File: src/hdl/switch_global_control_regs.vh
`ifndef SWITCH_GLOBAL_CONTROL_REGS_VH
`define SWITCH_GLOBAL_CONTROL_REGS_VH

// Register offsets on the register access port.
`define REG_PORT3_CTRL 8'h06
`define REG_STORM_LOW 8'h07
`define REG_FACTORY_A 8'h08
`define REG_FACTORY_B 8'h09
`define REG_FACTORY_C 8'h0a

// Field positions in the port 3 control register.
`define DUPLEX_BIT 6
`define FLOW_BIT 5
`define SPEED_BIT 4
`define NULL_VID_BIT 3
`define STORM_HIGH_MSB 2

// Reset values and constant read values.
`define FLOW_RST 1'b1
`define SPEED_RST 1'b0
`define DUPLEX_RST 1'b0
`define NULL_VID_RST 1'b0
`define STORM_HIGH_RST 3'h0
`define STORM_LOW_RST 8'h63
`define FACTORY_A_VAL 8'h00
`define FACTORY_B_VAL 8'h24
`define FACTORY_C_VAL 8'h35
`define UNMAPPED_VAL 8'h00

// Timing.
`define SYS_CLK_MHZ 250
`define STORM_PERIOD_100_MS 67
`define STORM_PERIOD_10_MS 500
`define STRAP_SETTLE_CYC 2'h2

`endif

File: src/hdl/storm_limiter.v
`timescale 1ns/1ps
`default_nettype none
module storm_limiter #(
   parameter CNT_W = 27,
   parameter [CNT_W-1:0] PERIOD_FAST_CYC = 27'h0ff_95b0,
   parameter [CNT_W-1:0] PERIOD_SLOW_CYC = 27'h773_5940
)(
   input wire sys_clk,
   input wire rstn,
   input wire speed_10,
   input wire [10:0] threshold,
   input wire block_in,
   output reg block_drop,
   output reg period_start
);
   reg [CNT_W-1:0] timer;
   reg [10:0] count;
   wire boundary;

   assign boundary = (timer == {CNT_W{1'b0}});

   // The period follows the port rate; a rate change takes effect at the next boundary.
   always @(posedge sys_clk or negedge rstn)
   begin
      if (!rstn)
      begin
         timer <= {CNT_W{1'b0}};
         period_start <= 1'b0;
      end
      else
      begin
         period_start <= boundary;
         if (boundary)
            timer <= (speed_10 ? PERIOD_SLOW_CYC : PERIOD_FAST_CYC) - {{(CNT_W-1){1'b0}}, 1'b1};
         else
            timer <= timer - {{(CNT_W-1){1'b0}}, 1'b1};
      end
   end

   // A block arriving on the boundary counts toward the new period, so none is lost.
   always @(posedge sys_clk or negedge rstn)
   begin
      if (!rstn)
      begin
         count <= 11'h000;
         block_drop <= 1'b0;
      end
      else
      begin
         block_drop <= 1'b0;
         if (boundary)
         begin
            if (block_in && (threshold != 11'h000))
               count <= 11'h001;
            else
               count <= 11'h000;
            block_drop <= block_in && (threshold == 11'h000);
         end
         else if (block_in)
         begin
            if (count < threshold)
               count <= count + 11'h001;
            else
               block_drop <= 1'b1;
         end
      end
   end
endmodule // storm_limiter
`default_nettype wire

File: src/hdl/switch_global_control_regs.v
// Notes on behaviour
// - Control bit 5 enables full-duplex flow control on the port 3 MII interface.
// - Flow-control bit loads from its strap pin at reset; default enabled.
// - Control bit 4 selects port 3 rate: one is 10 Mbps, zero 100 Mbps.
// - Speed bit loads from the speed strap pin at reset; default 100 Mbps.
// - Control bit 3 replaces a null VLAN ID with the port default; resets zero.
// - Storm threshold is 11 bits of 64-byte blocks, high three bits then low byte.
// - Storm period is 67 ms at 100 Mbps and 500 ms at 10 Mbps.
// - Storm threshold resets to 0x063, a one percent rate.
// - Three factory-test registers read 0x00, 0x24, 0x35 and ignore writes.
// - Control bit 6 selects port 3 half duplex; strap default is full duplex.
`timescale 1ns/1ps
`default_nettype none
`include "switch_global_control_regs.vh"
module switch_global_control_regs #(
   parameter NUM_PORTS = 3,
   parameter CNT_W = 27,
   parameter PERIOD_100_CYC = `STORM_PERIOD_100_MS * `SYS_CLK_MHZ * 1000,
   parameter PERIOD_10_CYC = `STORM_PERIOD_10_MS * `SYS_CLK_MHZ * 1000
)(
   input wire sys_clk,
   input wire rstn,
   input wire [7:0] reg_addr,
   input wire reg_wr,
   input wire [7:0] reg_wdata,
   input wire reg_rd,
   output reg [7:0] reg_rdata,
   output reg reg_rvalid,
   input wire flow_control_strap_pin,
   input wire cpu_port_speed_strap_pin,
   input wire duplex_strap_pin,
   input wire [NUM_PORTS-2:0] port_speed_10,
   input wire [NUM_PORTS-1:0] bcast_block,
   output wire [NUM_PORTS-1:0] bcast_drop,
   output wire [NUM_PORTS-1:0] storm_period_start,
   output reg port3_flow_control_en,
   output reg port3_speed_10,
   output reg port3_half_duplex,
   output reg null_vid_replace,
   output wire [10:0] storm_threshold,
   output reg strap_loaded
);
   localparam [CNT_W-1:0] FAST_CYC = PERIOD_100_CYC[CNT_W-1:0];
   localparam [CNT_W-1:0] SLOW_CYC = PERIOD_10_CYC[CNT_W-1:0];

   reg [2:0] strap_meta;
   reg [2:0] strap_sync;
   reg [1:0] settle;
   reg [2:0] storm_high;
   reg [7:0] storm_low;
   reg [7:0] next_rdata;
   wire strap_capture;
   wire ctrl_wr;
   wire low_wr;
   wire [7:0] ctrl_image;
   wire [NUM_PORTS-1:0] speed_vec;

   // Address compare shared by the write strobes and the read decode.
   function addr_hit;
      input [7:0] addr;
      input [7:0] offset;
      begin
         addr_hit = (addr == offset);
      end
   endfunction

   // Strap pins are asynchronous to sys_clk, so they pass two flip-flops first.
   always @(posedge sys_clk or negedge rstn)
   begin
      if (!rstn)
      begin
         strap_meta <= 3'h0;
         strap_sync <= 3'h0;
      end
      else
      begin
         strap_meta <= {duplex_strap_pin, cpu_port_speed_strap_pin, flow_control_strap_pin};
         strap_sync <= strap_meta;
      end
   end

   // The straps are caught once the synchroniser has filled after reset release.
   always @(posedge sys_clk or negedge rstn)
   begin
      if (!rstn)
      begin
         settle <= 2'h0;
         strap_loaded <= 1'b0;
      end
      else if (!strap_loaded)
      begin
         if (settle == `STRAP_SETTLE_CYC)
            strap_loaded <= 1'b1;
         else
            settle <= settle + 2'h1;
      end
   end

   assign strap_capture = !strap_loaded && (settle == `STRAP_SETTLE_CYC);

   // Writes before the strap capture are ignored so the strap value cannot be lost.
   assign ctrl_wr = reg_wr && strap_loaded && addr_hit(reg_addr, `REG_PORT3_CTRL);
   assign low_wr = reg_wr && strap_loaded && addr_hit(reg_addr, `REG_STORM_LOW);

   // Each strap-backed bit takes its pin once; a later write overrides it like any other bit.
   always @(posedge sys_clk or negedge rstn)
   begin
      if (!rstn)
         port3_flow_control_en <= `FLOW_RST;
      else if (strap_capture)
         port3_flow_control_en <= strap_sync[0];
      else if (ctrl_wr)
         port3_flow_control_en <= reg_wdata[`FLOW_BIT];
   end

   always @(posedge sys_clk or negedge rstn)
   begin
      if (!rstn)
         port3_speed_10 <= `SPEED_RST;
      else if (strap_capture)
         port3_speed_10 <= strap_sync[1];
      else if (ctrl_wr)
         port3_speed_10 <= reg_wdata[`SPEED_BIT];
   end

   always @(posedge sys_clk or negedge rstn)
   begin
      if (!rstn)
         port3_half_duplex <= `DUPLEX_RST;
      else if (strap_capture)
         port3_half_duplex <= strap_sync[2];
      else if (ctrl_wr)
         port3_half_duplex <= reg_wdata[`DUPLEX_BIT];
   end

   always @(posedge sys_clk or negedge rstn)
   begin
      if (!rstn)
         null_vid_replace <= `NULL_VID_RST;
      else if (ctrl_wr)
         null_vid_replace <= reg_wdata[`NULL_VID_BIT];
   end

   always @(posedge sys_clk or negedge rstn)
   begin
      if (!rstn)
         storm_high <= `STORM_HIGH_RST;
      else if (ctrl_wr)
         storm_high <= reg_wdata[`STORM_HIGH_MSB:0];
   end

   always @(posedge sys_clk or negedge rstn)
   begin
      if (!rstn)
         storm_low <= `STORM_LOW_RST;
      else if (low_wr)
         storm_low <= reg_wdata;
   end

   assign storm_threshold = {storm_high, storm_low};

   // Bit 7 is reserved and always reads zero.
   assign ctrl_image = {1'b0, port3_half_duplex, port3_flow_control_en, port3_speed_10,
                        null_vid_replace, storm_high};

   // Read decode; the factory-test registers are constants and have no write path.
   always @*
   begin
      if (addr_hit(reg_addr, `REG_PORT3_CTRL))
         next_rdata = ctrl_image;
      else if (addr_hit(reg_addr, `REG_STORM_LOW))
         next_rdata = storm_low;
      else if (addr_hit(reg_addr, `REG_FACTORY_A))
         next_rdata = `FACTORY_A_VAL;
      else if (addr_hit(reg_addr, `REG_FACTORY_B))
         next_rdata = `FACTORY_B_VAL;
      else if (addr_hit(reg_addr, `REG_FACTORY_C))
         next_rdata = `FACTORY_C_VAL;
      else
         next_rdata = `UNMAPPED_VAL;
   end

   always @(posedge sys_clk or negedge rstn)
   begin
      if (!rstn)
      begin
         reg_rdata <= 8'h00;
         reg_rvalid <= 1'b0;
      end
      else
      begin
         reg_rvalid <= reg_rd;
         if (reg_rd)
            reg_rdata <= next_rdata;
      end
   end

   // The CPU port is the highest index and takes its rate from the control register.
   assign speed_vec = {port3_speed_10, port_speed_10};

   // One limiter per input port; all of them share the single threshold held in this bank.
   genvar p;
   generate
      for (p = 0; p < NUM_PORTS; p = p + 1)
      begin : g_port
         storm_limiter #(
            .CNT_W(CNT_W),
            .PERIOD_FAST_CYC(FAST_CYC),
            .PERIOD_SLOW_CYC(SLOW_CYC)
         ) u_limiter (
            .sys_clk(sys_clk),
            .rstn(rstn),
            .speed_10(speed_vec[p]),
            .threshold(storm_threshold),
            .block_in(bcast_block[p]),
            .block_drop(bcast_drop[p]),
            .period_start(storm_period_start[p])
         );
      end
   endgenerate
endmodule // switch_global_control_regs
`default_nettype wire

File: config.mk
export PLATFORM = sky130hd
export DESIGN_NAME = switch_global_control_regs
export DESIGN_NICKNAME = d
export VERILOG_FILES = /design/src/hdl/storm_limiter.v /design/src/hdl/switch_global_control_regs.v
export VERILOG_INCLUDE_DIRS = /design/src /design/src/hdl
export SDC_FILE = /design/constraint.sdc
export NUM_CORES = 1
export LEC_CHECK = 0
export ABC_AREA = 1
export BUFFER_PORTS_ARGS = -buffer_cell sky130_fd_sc_hd__buf_2
export CORE_MARGIN = 2
export CORE_UTILIZATION = 60
export DETAILED_ROUTE_END_ITERATION = 7
export PLACE_DENSITY = 0.9
export SLEW_MARGIN = 10
export SYNTH_ARGS = -nofsm -noshare
export SYNTH_HDL_FRONTEND = slang
export SYNTH_SLANG_ARGS = --single-unit
File: constraint.sdc
create_clock -name sys_clk -period 3.08 [get_ports sys_clk]
set_input_delay 0.308 -clock sys_clk [delete_from_list [all_inputs] [get_ports sys_clk]]
set_output_delay 0.308 -clock sys_clk [all_outputs]
set_load 0.03 [all_outputs]
==> impl_metrics.json, run 1 <==
{
  "status": "completed",
  "period_needed_ps": 2350,
  "worst_slack_ps": 731,
  "syn_area_um2": 9550,
  "ys_warn_count": 0,
  "swShare_pct": 31.4,
  "pwr-share-seq_pct": 46.0,
  "path_clk_slew_ps": 70,
  "dr_total_vias": 8512,
  "cp_max_fo": 8,
  "yosysTopAreaCell": "dfrtp_1",
  "synth.area.top_cells": "dfrtp_1 (39%), nand2_1 (12%), inv_1 (7.2%)",
  "synth_top_family_by_area": "simple AND/OR/NAND/NOR gates",
  "power_mw": 5.07,
  "drc_errors": 0,
  "skew_ps": 11.1,
  "grt_pass1_wl_um": 37000,
  "insertion_delay_ps": 430,
  "grt_util_all_layers_pct": 27.3,
  "path_class": "reg2reg",
  "avgSynthCellArea_um2": 7.50,
  "peakVddDrop_uv": 437,
  "drive_gt1_share_pct": 15.8,
  "power_frac_comb_pct": 14.6,
  "max_freq_mhz": 426,
  "io_pins": 59,
  "hold_violations": 0,
  "min_path_type": "in2reg",
  "numCtsBuffers": 17,
  "synthMuxAreaShare_pct": 0,
  "htree_levels": 4,
  "ys.flop_type": "dfrtp_1",
  "cp_data_required_time_ps": 3400,
  "die_h_um": 130,
  "diodes": 0,
  "tns_ps": 0,
  "seq_area_frac_synth_pct": 40.2,
  "switchingPower_mw": 1.59,
  "finalNetCount": 1402,
  "rows": 46,
  "dr.pass1.iters": 5,
  "final_util_pct": 67.4,
  "synthCells": 1273,
  "drtIter0Drc": 733,
  "drv_slew": 0,
  "p_leak_nw": 5.35,
  "critPathArrivalTime_ps": 2670,
  "portBuffers": 58,
  "die_x_um": 130,
  "synth_nets": 1338,
  "startpoint_type": "flip-flop",
  "dieArea_um2": 16900,
  "slew_headroom_pct": 55.9,
  "synthArstFlopShare_pct": 100,
  "ys_seq_elements": 153,
  "power_frac_clock_pct": 39.4,
  "finalCritPeriodShare_pct": 76.3,
  "synth_edf_count": 0,
  "gp_congestion": 0.935,
  "post-place-ws_ps": 817,
  "setup_viol_count_final": 0,
  "grt-ovfl-total": 0,
  "powerDensity_nw_per_um2": 479,
  "core-area_um2": 15700,
  "wirelength_um": 21700,
  "wire_per_inst_um": 13.9,
  "grt_pass1_vias": 8255,
  "yosys.area_share.adder_pct": 4.85,
  "viasPerCell": 5.44,
  "start_util_pct": 60.8,
  "synth_top_area_share_pct": 38.8,
  "area_growth_pct": 10.8,
  "final_antenna_net_count": 0,
  "synth_compound_area_share_pct": 5.53,
  "p_int_mw": 3.48,
  "synthSimpleGateAreaFrac_pct": 33.1,
  "cts_tree": "built",
  "grt_setup_unrepaired": "no",
  "cts_root_buf": "clkbuf_16",
  "synth.distinct_cells": 47,
  "clockBufferDepth": 2,
  "fillers": 1201,
  "grt_antenna_before_repair": 1,
  "end_kind": "flip-flop",
  "grt_max_degree": 73,
  "synth-xor-area-share_pct": 5.78,
  "maxCapViolations": 0,
  "cts.sinks": 153,
  "worst_slew_pin_slew_ps": 662,
  "place_hpwl_um": 15800
}
power groups by stage:
stage               clock, mW  combinational, mW  sequential [mW]
detailed placement          0              0.725             2.36
floorplan                   0              0.497             2.33
finish                   2.00              0.740             2.33
global placement            0              0.681             2.35
CTS                      2.02              0.737             2.32
global route             2.12              0.856             2.35
timing repair:
action	4_1_cts	5_1_grt
gates resized for setup	0	0
endpoints found under the hold margin	71	0
hold buffers	4	0
setup buffers	0	0
setup endpoints to repair	0	0
cell usage in the layout, fill, tap and decap left out, drive strengths merged, types with 2 or more instances in the layout:
cell	synthesis	routed
nor4	5	5
o21bai	2	2
nand3b	6	6
nor3b	3	3
o21ai	42	42
xor2	49	49
nand3	110	110
clkbuf	2	17
o31ai	5	5
xnor2	14	14
dfrtp	148	148
a31oi	3	3
nor2	181	181
ha	37	37
buf	18	61
nand4	29	29
clkinvlp	0	3
a211oi	3	3
o22ai	2	2
clkinv	0	3
dfstp	5	5
nand2	319	319
inv	225	234
dlygate4sd3	0	4
o211ai	2	2
o41ai	2	2
a21oi	28	28
nor3	27	27
routing by layer:
| layer | vias up | part of all wire, % | GRT usage (%) |
|---|---|---|---|
| li1 | 4127 | - | - |
| met1 | 4021 | 42 | 33.8 |
| met2 | 310 | 50 | 47.2 |
| met3 | 52 | 6.2 | 5.45 |
| met4 | 2 | 2.2 | 10.2 |
| met5 | - | 0.060 | 0 |
synth_stat cells (3+ instances only):
cell type and n:
nor3_1 25, nand2_4 4, inv_2 43, ha_1 37, xnor2_1 14, nand3_1 97
a31oi_1 3, nand3_2 12, nor4_1 5, xor2_1 49, nand3b_1 5, o21ai_0 33
nand4_1 27, nor2_1 146, nor2_2 27, dfrtp_1 148, buf_4 11, a211oi_1 3
nand2_2 11, o31ai_1 5, inv_1 182, a21oi_1 28, o21ai_1 8, nor2_4 8
nand2_1 304, buf_6 3, dfstp_2 5
stage by stage:
stage	hold slack [ps]	cells	cell area (µm²)
5_1_grt	109	1566	10600
6_report	115	1566	10600
2_1_floorplan	12.4	1273	9550
4_1_cts	95.6	1566	10600
3_3_place_gp	334	1530	9990
3_5_place_dp	335	1530	9990
logic make-up (layout without fill, tap and decap cells):
logic type,Yosys count,after routing
compound gates,93,93
xor+xnor,63,63
fa+ha+maj,37,37
buf+inv,245,322
flops,153,153
simple gates,682,682
final cells by class:
type / count / area [µm²] / share of cell area (%)
repair buffers: 65 / 372 / 3.51
well taps: 216 / 270 / 2.55
multi-input cells: 875 / 4700 / 44.5
clock buffers: 17 / 425 / 4.02
inverters: 225 / 845 / 7.98
flip-flops and latches: 153 / 3830 / 36.2
clock inverters: 15 / 131 / 1.24
state kept, by name (all words and copies together), names as in the netlist:
register                       count
reg_rdata                          8
strap_meta                         3
port3_half_duplex                  1
strap_loaded                       1
settle                             2
g_port.u_limiter.block_drop        3
strap_sync                         3
port3_flow_control_en              1
g_port.u_limiter.count            33
null_vid_replace                   1
reg_rvalid                         1
storm_high                         3
storm_low                          8
g_port.u_limiter.timer            81
port3_speed_10                     1
g_port.u_limiter.period_start      3
worst paths after layout:
kind	startpoint	endpoint	slack (ps)	cells after the start
min in group asynchronous	rstn	reg_rdata[0]$_DFFE_PN0P_	440	2
worst max register to register	storm_low[6]$_DFFE_PN1P_	g_port[0].u_limiter.count[2]$_DFFE_PN0P_	730	10
worst min register to register	strap_meta[2]$_DFF_PN0_	strap_sync[2]$_DFF_PN0_	350	0
worst max-delay path	storm_low[6]$_DFFE_PN1P_	g_port[0].u_limiter.count[2]$_DFFE_PN0P_	730	10
worst min-delay path	reg_rd	reg_rvalid$_DFF_PN0_	110	1
max in group asynchronous	rstn	storm_low[6]$_DFFE_PN1P_	1810	3
worst max-delay path: stages, from the launching register on:
cell     delay [ps]
dfstp_2         550
inv_1            90
ha_1            320
a21oi_1         140
o21ai_0         120
nand2_1          90
nand3_1         210
nor2_1          450
nand3_1         130
nand2_1          90
nor2_1           40
Power figures use the tool's default switching activity.
==> run 2, diff against run 1 <==
--- a/config.mk
+++ b/config.mk
@@ -6,12 +6,12 @@
 export SDC_FILE = /design/constraint.sdc
 export NUM_CORES = 1
 export LEC_CHECK = 0
-export ABC_AREA = 1
+export ABC_AREA = 0
 export BUFFER_PORTS_ARGS = -buffer_cell sky130_fd_sc_hd__buf_2
 export CORE_MARGIN = 2
-export CORE_UTILIZATION = 60
+export CORE_UTILIZATION = 55
 export DETAILED_ROUTE_END_ITERATION = 7
-export PLACE_DENSITY = 0.9
+export PLACE_DENSITY = 0.88
 export SLEW_MARGIN = 10
 export SYNTH_ARGS = -nofsm -noshare
 export SYNTH_HDL_FRONTEND = slang
==> constraint.sdc (replaced) <==
create_clock -name sys_clk -period 1.9 [get_ports sys_clk]
set_input_delay 0.19 -clock sys_clk [delete_from_list [all_inputs] [get_ports sys_clk]]
set_output_delay 0.19 -clock sys_clk [all_outputs]
set_load 0.03 [all_outputs]
==> impl_metrics.json, run 2 <==
{
  "status": "did not finish",
  "failed_stage": "global routing",
  "error_message": "[ERROR GRT-0232] Routing congestion too high. Check the congestion heatmap in the GUI.",
  "htree_levels": 4,
  "synth.distinct_cells": 59,
  "portBuffers": 58,
  "synth_nets": 877,
  "die_h_um": 124,
  "seq_area_frac_synth_pct": 48.0,
  "synth_edf_count": 0,
  "synth.area.top_cells": "dfrtp_1 (46%), ha_1 (5.8%), nand2_1 (3.7%)",
  "ys_warn_count": 0,
  "synth_top_area_share_pct": 46.4,
  "dpl_cell_area_um2": 10200,
  "grt-ovfl-total": 70,
  "grt_util_all_layers_pct": 82.6,
  "synthArstFlopShare_pct": 100,
  "io_pins": 59,
  "syn_area_um2": 7980,
  "worstEndpointType": "register data pin",
  "die_x_um": 124,
  "grt_antenna_before_repair": 13,
  "cts_root_buf": "clkbuf_16",
  "ys.flop_type": "dfrtp_1",
  "clockBufferDepth": 2,
  "synth_commonest_cells": "dfrtp_1 (148), nand2_1 (79), nor2_1 (75)",
  "numCtsBuffers": 17,
  "rows": 44,
  "cts.sinks": 153,
  "worst_endpoint": "g_port[1].u_limiter.timer[24]$_DFF_PN0_/D",
  "avgSynthCellArea_um2": 9.83,
  "grt_max_degree": 55,
  "gp_congestion": 0.864,
  "synthCells": 812,
  "yosysMostFrequentCell": "dfrtp_1",
  "place_hpwl_um": 15200,
  "yosysTopAreaCell": "dfrtp_1",
  "ys_seq_elements": 153,
  "start_util_pct": 55.5
}
run 2: cell types whose count changed after synthesis, sizes merged, moves of 12 or more:
cell	delta
nand2	-240
inv	-188
nor2	-105
nand3	-91
xor2	-25
nand4	-22
xnor2	+19
or3	+15
or4	+15
mux2	+13
mux2i	+13
nand2b	+12
run 2: logic make-up after synthesis:
kind of cell / synth area share (%)
compound gates: 12.8
simple gates: 20.1
flops: 48.0
fa+ha+maj: 5.80
mux: 3.46
buf+inv: 3.46
xor+xnor: 6.25
run 2: repair_timing:
action,in CTS
pin swaps,74
endpoints found under the setup margin,100
cloned,1
buffers inserted,47
hold buffers,6
endpoints found under the hold margin,54
resized for setup,184
run 2: layer usage:
layer  GRT overflow  GRT usage (%)
met1              3           80.6
met2             30           94.5
met3              6           74.1
met4             31           81.8
met5              0           54.2
run 2: per-stage QoR:
stage	util (%)	TNS (ps)	worst slack, ps	hold WS [ps]	cells
4_1_cts	84.3	-35620	-650	5.19	1299
3_5_place_dp	71.3	-37550	-857	193	1217
3_3_place_gp	71.3	-34190	-779	189	1217
2_1_floorplan	-	-31010	-703	-106	812
==> run 3, diff against run 2 <==
--- a/config.mk
+++ b/config.mk
@@ -9,9 +9,9 @@
 export ABC_AREA = 0
 export BUFFER_PORTS_ARGS = -buffer_cell sky130_fd_sc_hd__buf_2
 export CORE_MARGIN = 2
-export CORE_UTILIZATION = 55
+export CORE_UTILIZATION = 40
 export DETAILED_ROUTE_END_ITERATION = 7
-export PLACE_DENSITY = 0.88
+export PLACE_DENSITY_LB_ADDON = 0.15
 export SLEW_MARGIN = 10
 export SYNTH_ARGS = -nofsm -noshare
 export SYNTH_HDL_FRONTEND = slang
==> constraint.sdc (replaced) <==
create_clock -name sys_clk -period 2.5 [get_ports sys_clk]
set_input_delay 0.25 -clock sys_clk [delete_from_list [all_inputs] [get_ports sys_clk]]
set_output_delay 0.25 -clock sys_clk [all_outputs]
set_load 0.03 [all_outputs]
==> impl_metrics.json, run 3 <==
{
  "status": "complete, but fails checks",
  "violations": "negative setup slack",
  "io_pins": 59,
  "skew_ps": 7.88,
  "dieArea_um2": 21100,
  "numCtsBuffers": 17,
  "insertion_delay_ps": 420,
  "grt_pass1_wl_um": 30600,
  "die_h_um": 145,
  "end_kind": "flip-flop",
  "core-area_um2": 19500,
  "dr_total_vias": 6295,
  "final_cell_mix": "dfrtp_1 (144), buf_4 (86), nand2_1 (77)",
  "area_growth_pct": 26.0,
  "synth.area.top_cells": "dfrtp_1 (46%), ha_1 (5.8%), nand2_1 (3.7%)",
  "ys_seq_elements": 153,
  "cts.sinks": 153,
  "seq_area_frac_synth_pct": 48.0,
  "grt_most_used_layer": "met2",
  "power_mw": 6.92,
  "synthCells": 812,
  "seq_area_um2": 3840,
  "dr.pass1.iters": 4,
  "drive_gt1_share_pct": 26.3,
  "cp_max_fo": 6,
  "synth_edf_count": 0,
  "peakVddDrop_uv": 481,
  "drv_slew": 0,
  "power_frac_comb_pct": 20.3,
  "period_needed_ps": 2570,
  "grt_util_met3_pct": 3.65,
  "start_util_pct": 40.9,
  "rows": 51,
  "multi_input_area_um2": 4070,
  "p_leak_nw": 4.54,
  "path_class": "reg2reg",
  "powerDensity_nw_per_um2": 688,
  "synth_nets": 877,
  "grt_antenna_before_repair": 0,
  "slew_headroom_pct": 53.9,
  "final_antenna_net_count": 0,
  "pwr-share-seq_pct": 43.0,
  "grt-ovfl-total": 0,
  "cp_data_required_time_ps": 2810,
  "p_int_mw": 4.81,
  "finalNetCount": 1029,
  "maxCapViolations": 0,
  "switchingPower_mw": 2.11,
  "ys_warn_count": 0,
  "finalCritPeriodShare_pct": 103,
  "swShare_pct": 30.5,
  "syn_area_um2": 7980,
  "use_met2_pct": 28.6,
  "grt_max_degree": 76,
  "yosysTopAreaCell": "dfrtp_1",
  "avgSynthCellArea_um2": 9.83,
  "htree_levels": 4,
  "hold_violations": 0,
  "finalNonFillerCells": 1242,
  "min_path_type": "in2reg",
  "critPathArrivalTime_ps": 2880,
  "wirelength_um": 17500,
  "gp_congestion": 0.788,
  "setup_viol_count_final": 8,
  "power_frac_clock_pct": 36.6,
  "yosysMostFrequentCell": "dfrtp_1",
  "place_hpwl_um": 12700,
  "synth_commonest_cells": "dfrtp_1 (148), nand2_1 (79), nor2_1 (75)",
  "ys.flop_type": "dfrtp_1",
  "synthArstFlopShare_pct": 100,
  "worst_slack_ps": -74.3,
  "regMostFlops": "g_port.u_limiter.timer",
  "grt_setup_unrepaired": "yes",
  "largest_reg_flops": 81,
  "max_freq_mhz": 388,
  "diodes": 0,
  "cts_tree": "built",
  "cts_root_buf": "clkbuf_16",
  "synth_top_area_share_pct": 46.4,
  "grt_use_met1_pct": 24.0,
  "fillers": 1771,
  "path_clk_slew_ps": 60,
  "drtIter0Drc": 277,
  "wire_per_inst_um": 14.1,
  "drc_errors": 0,
  "portBuffers": 58,
  "clockBufferDepth": 2,
  "dp.cells": 1199,
  "startpoint_type": "flip-flop",
  "grt_util_all_layers_pct": 17.6,
  "worst_slew_pin_slew_ps": 691,
  "reg_top3": "g_port.u_limiter.timer x81, g_port.u_limiter.count x33",
  "final_common_cell": "dfrtp_1",
  "synth.distinct_cells": 59,
  "grt_pass1_vias": 6271,
  "viasPerCell": 5.07,
  "die_x_um": 145
}
run 3: cell counts after synthesis:
No cell type changed its count.
run 3: logic make-up (layout without fill, tap and decap cells):
group           after synthesis  after routing  share of synthesized area (%)
mux                          26             26                           3.46
flops                       153            153                           48.0
xor+xnor                     57             57                           6.25
fa+ha+maj                    37             37                           5.80
simple gates                315            315                           20.1
buf+inv                      62            227                           3.46
compound gates              162            162                           12.8
run 3: worst max-delay path, stage by stage (launching register included):
cell and delay (ps):
dfrtp_1 370, or4_4 540, or4_4 540, or4_4 490, buf_6 150, nor2_4 150
nor3_2 70, o22a_1 150
run 3: power groups by stage:
stage | Combinational, mW | Sequential (mW) | Clock (mW)
5_1_grt | 1.63 | 3.01 | 2.71
2_1_floorplan | 0.942 | 2.95 | 0
4_1_cts | 1.38 | 2.97 | 2.61
6_report | 1.41 | 2.98 | 2.53
3_5_place_dp | 1.36 | 3.01 | 0
3_3_place_gp | 1.33 | 3.01 | 0
run 3: per-layer routing:
metal	vias up	routed length, µm
met5	-	0
met4	0	107
met3	5	428
met2	68	8370
met1	2998	8640
li1	3224	-
run 3: stage by stage:
stage               setup slack (ps)  utilization, %  instance area (µm²)  hold slack [ps]  setup TNS (ps)
finish                         -74.3            51.5                10100             39.8            -410
global route                    -162            51.5                10100             50.1           -1240
CTS                            -70.1            50.9                 9930             17.6            -331
detailed placement              -218            47.4                 9250              320           -3150
global placement                -191            47.4                 9250              326           -2700
floorplan                       -103               -                 8090            -45.6            -928
run 3: repair_timing:
item                                    in CTS  in global routing
hold buffers                                 4                  0
cloned                                       1                  0
setup buffers                                3                  3
pin swaps                                    7                  5
endpoints found under the setup margin      30                 34
gates resized for setup                      9                 29
endpoints found under the hold margin       69                  0
run 3: area by class of cell:
cell class	count	share of cell area, %
clock buffers	18	4.27
inverters	38	1.47
multi-input cells	597	40.5
well taps	265	3.30
repair inverters	1	0.0498
flip-flops and latches	153	38.2
repair buffers	156	10.8
clock inverters	14	1.49
run 3: final timing paths:
kind	from	slack, ps	cells past startpoint	to
worst max-delay path	g_port[1].u_limiter.timer[24]$_DFF_PN0_	-70	7	g_port[1].u_limiter.timer[6]$_DFF_PN0_
worst min-delay path	reg_wdata[0]	40	3	storm_high[0]$_DFFE_PN0P_
worst max register to register	g_port[1].u_limiter.timer[24]$_DFF_PN0_	-70	7	g_port[1].u_limiter.timer[6]$_DFF_PN0_
worst min register to register	strap_meta[0]$_DFF_PN0_	350	0	strap_sync[0]$_DFF_PN0_
max in group asynchronous	rstn	1290	3	g_port[1].u_limiter.timer[6]$_DFF_PN0_
min in group asynchronous	rstn	400	2	reg_rdata[5]$_DFFE_PN0P_
==> run 4, diff against run 3 <==
==> constraint.sdc (replaced) <==
create_clock -name sys_clk -period 2.5 [get_ports sys_clk]
set_input_delay 0 -clock sys_clk [delete_from_list [all_inputs] [get_ports sys_clk]]
set_output_delay 0 -clock sys_clk [all_outputs]
set_load 0.03 [all_outputs]
==> impl_metrics.json, run 4 (synthesis gave the netlist of run 3 again) <==
{
  "status": "complete, but fails checks",
  "violations": "negative setup slack",
  "grt_pass1_wl_um": 31500,
  "numCtsBuffers": 17,
  "maxCapViolations": 0,
  "insertion_delay_ps": 420,
  "cp.buffers_inverters": 1,
  "cts.sinks": 153,
  "dpl_cell_area_um2": 9270,
  "cts_root_buf": "clkbuf_16",
  "io_pins": 59,
  "power_frac_comb_pct": 20.1,
  "die_h_um": 145,
  "cp_data_required_time_ps": 2810,
  "core-area_um2": 19500,
  "p_leak_nw": 4.64,
  "grt_pass1_vias": 6460,
  "slowest_delay_ps": 540,
  "clockBufferDepth": 2,
  "crit_family": "simple AND/OR/NAND/NOR gates",
  "grt_antenna_before_repair": 0,
  "drv_slew": 0,
  "regMostFlops": "g_port.u_limiter.timer",
  "reg_top3": "g_port.u_limiter.timer x81, g_port.u_limiter.count x33",
  "path_clk_slew_ps": 70,
  "final_util_pct": 52.5,
  "largest_reg_flops": 81,
  "grt_max_degree": 62,
  "final_common_cell": "dfrtp_1",
  "cts_tree": "built",
  "htree_levels": 4,
  "dr.pass1.iters": 4,
  "top_layer": "met4",
  "cp_cell_sequence": "or4_4 -> or4_4 -> or4_4 -> buf_4 -> nand2_1 -> a21oi_1 -> a31o_2",
  "wire_per_inst_um": 14.3,
  "grt_util_all_layers_pct": 18.1,
  "power_mw": 6.94,
  "hold_violations": 0,
  "dr_total_vias": 6409,
  "grt_setup_unrepaired": "yes",
  "min_path_type": "in2reg",
  "worst_slack_ps": -51.4,
  "wl_met2_um": 8550,
  "die_x_um": 145,
  "slew_headroom_pct": 65.4,
  "drive_gt1_share_pct": 25.6,
  "pwr-share-seq_pct": 42.8,
  "swShare_pct": 31.5,
  "end_kind": "flip-flop",
  "final_antenna_net_count": 0,
  "period_needed_ps": 2550,
  "start_util_pct": 40.9,
  "fin_area_um2": 10300,
  "drc_errors": 0,
  "dp.cells": 1202,
  "skew_ps": 7.47,
  "rows": 51,
  "grt-ovfl-total": 0,
  "viasPerCell": 5.07,
  "place_hpwl_um": 12900,
  "powerDensity_nw_per_um2": 676,
  "gp_congestion": 0.761,
  "drtIter0Drc": 250,
  "p_int_mw": 4.75,
  "max_freq_mhz": 392,
  "critPathArrivalTime_ps": 2860,
  "finalCritPeriodShare_pct": 102,
  "portBuffers": 58,
  "path_class": "reg2reg",
  "startpoint_type": "flip-flop",
  "met3_length_um": 425,
  "dieArea_um2": 21100,
  "worst_slew_pin_slew_ps": 514,
  "finalNonFillerCells": 1264,
  "wirelength_um": 18000,
  "finalNetCount": 1051,
  "power_frac_clock_pct": 37.1,
  "peakVddDrop_uv": 482,
  "met1_length_um": 8850,
  "path_common_cell": "or4_4",
  "area_growth_pct": 28.5,
  "switchingPower_mw": 2.18,
  "diodes": 0,
  "final_cell_mix": "dfrtp_1 (144), buf_4 (87), nand2_1 (77)",
  "critical-path-slowest-cell": "or4_4",
  "setup_viol_count_final": 7,
  "cp_max_fo": 14
}
[run 4: cell count changes in the layout (fill, tap and decap cells not counted), moves of 3 or more]
cell           change
nor2_1             +3
inv_8              +5
inv_6              +3
nor2_4             -3
clkinv_4           -3
dlygate4sd3_1     +22
[run 4: worst reg2reg max path, cell delays in order (launching register included)]
cell	delay (ps)
dfrtp_1	370
or4_4	530
or4_4	540
or4_4	480
buf_4	210
nand2_1	70
a21oi_1	40
a31o_2	210
[run 4: final timing paths]
check                                                   startpoint                                        to  slack [ps]  depth (start not counted)
setup reg to reg           g_port[1].u_limiter.timer[15]$_DFF_PN0_  g_port[1].u_limiter.count[2]$_DFFE_PN0P_         -50                          7
hold / removal                                         reg_addr[3]                  reg_rdata[5]$_DFFE_PN0P_          60                          5
setup / recovery           g_port[1].u_limiter.timer[15]$_DFF_PN0_  g_port[1].u_limiter.count[2]$_DFFE_PN0P_         -50                          7
min in group asynchronous                                     rstn                  reg_rdata[2]$_DFFE_PN0P_         100                          2
max in group asynchronous                                     rstn                  storm_low[0]$_DFFE_PN1P_        1670                          3
hold reg to reg                            strap_meta[2]$_DFF_PN0_                   strap_sync[2]$_DFF_PN0_         350                          0
[run 4: cell type report]
class,count,area (µm²)
fillers,1809,9270
multi-input cells,597,4050
flip-flops and latches,153,3840
repair buffers,179,1310
clock buffers,17,425
well taps,265,332
clock inverters,15,156
inverters,38,148
[run 4: what timing repair did]
action	4_1_cts	5_1_grt
hold buffers	26	0
pin swaps	5	5
buffers inserted	1	3
hold endpoints to repair	109	0
endpoints found under the setup margin	28	30
gates resized for setup	14	19
[run 4: per-layer routing]
layer  global-route usage, %  vias to the layer above
met2                    29.3                       61
met4                    4.90                        0
met5                       0                        -
met1                    24.9                     3070
li1                        -                     3266
met3                    3.18                       12
[run 4: per-stage QoR]
stage,hold WS (ps),worst slack (ps),TNS (ps)
final,64.7,-51.4,-255
after global routing,107,-111,-1260
after CTS,47.9,-61.3,-307
after detailed placement,-7.97,-232,-3590
after global placement,-8.09,-194,-2480
after floorplan,-296,-103,-928
[run 4: power by group through the flow]
stage / clock, mW / sequential [mW] / combinational, mW
global route: 2.76 / 3.00 / 1.62
floorplan: 0 / 2.95 / 0.942
detailed placement: 0 / 3.01 / 1.36
finish: 2.58 / 2.97 / 1.39
CTS: 2.65 / 2.97 / 1.39
global placement: 0 / 3.01 / 1.32
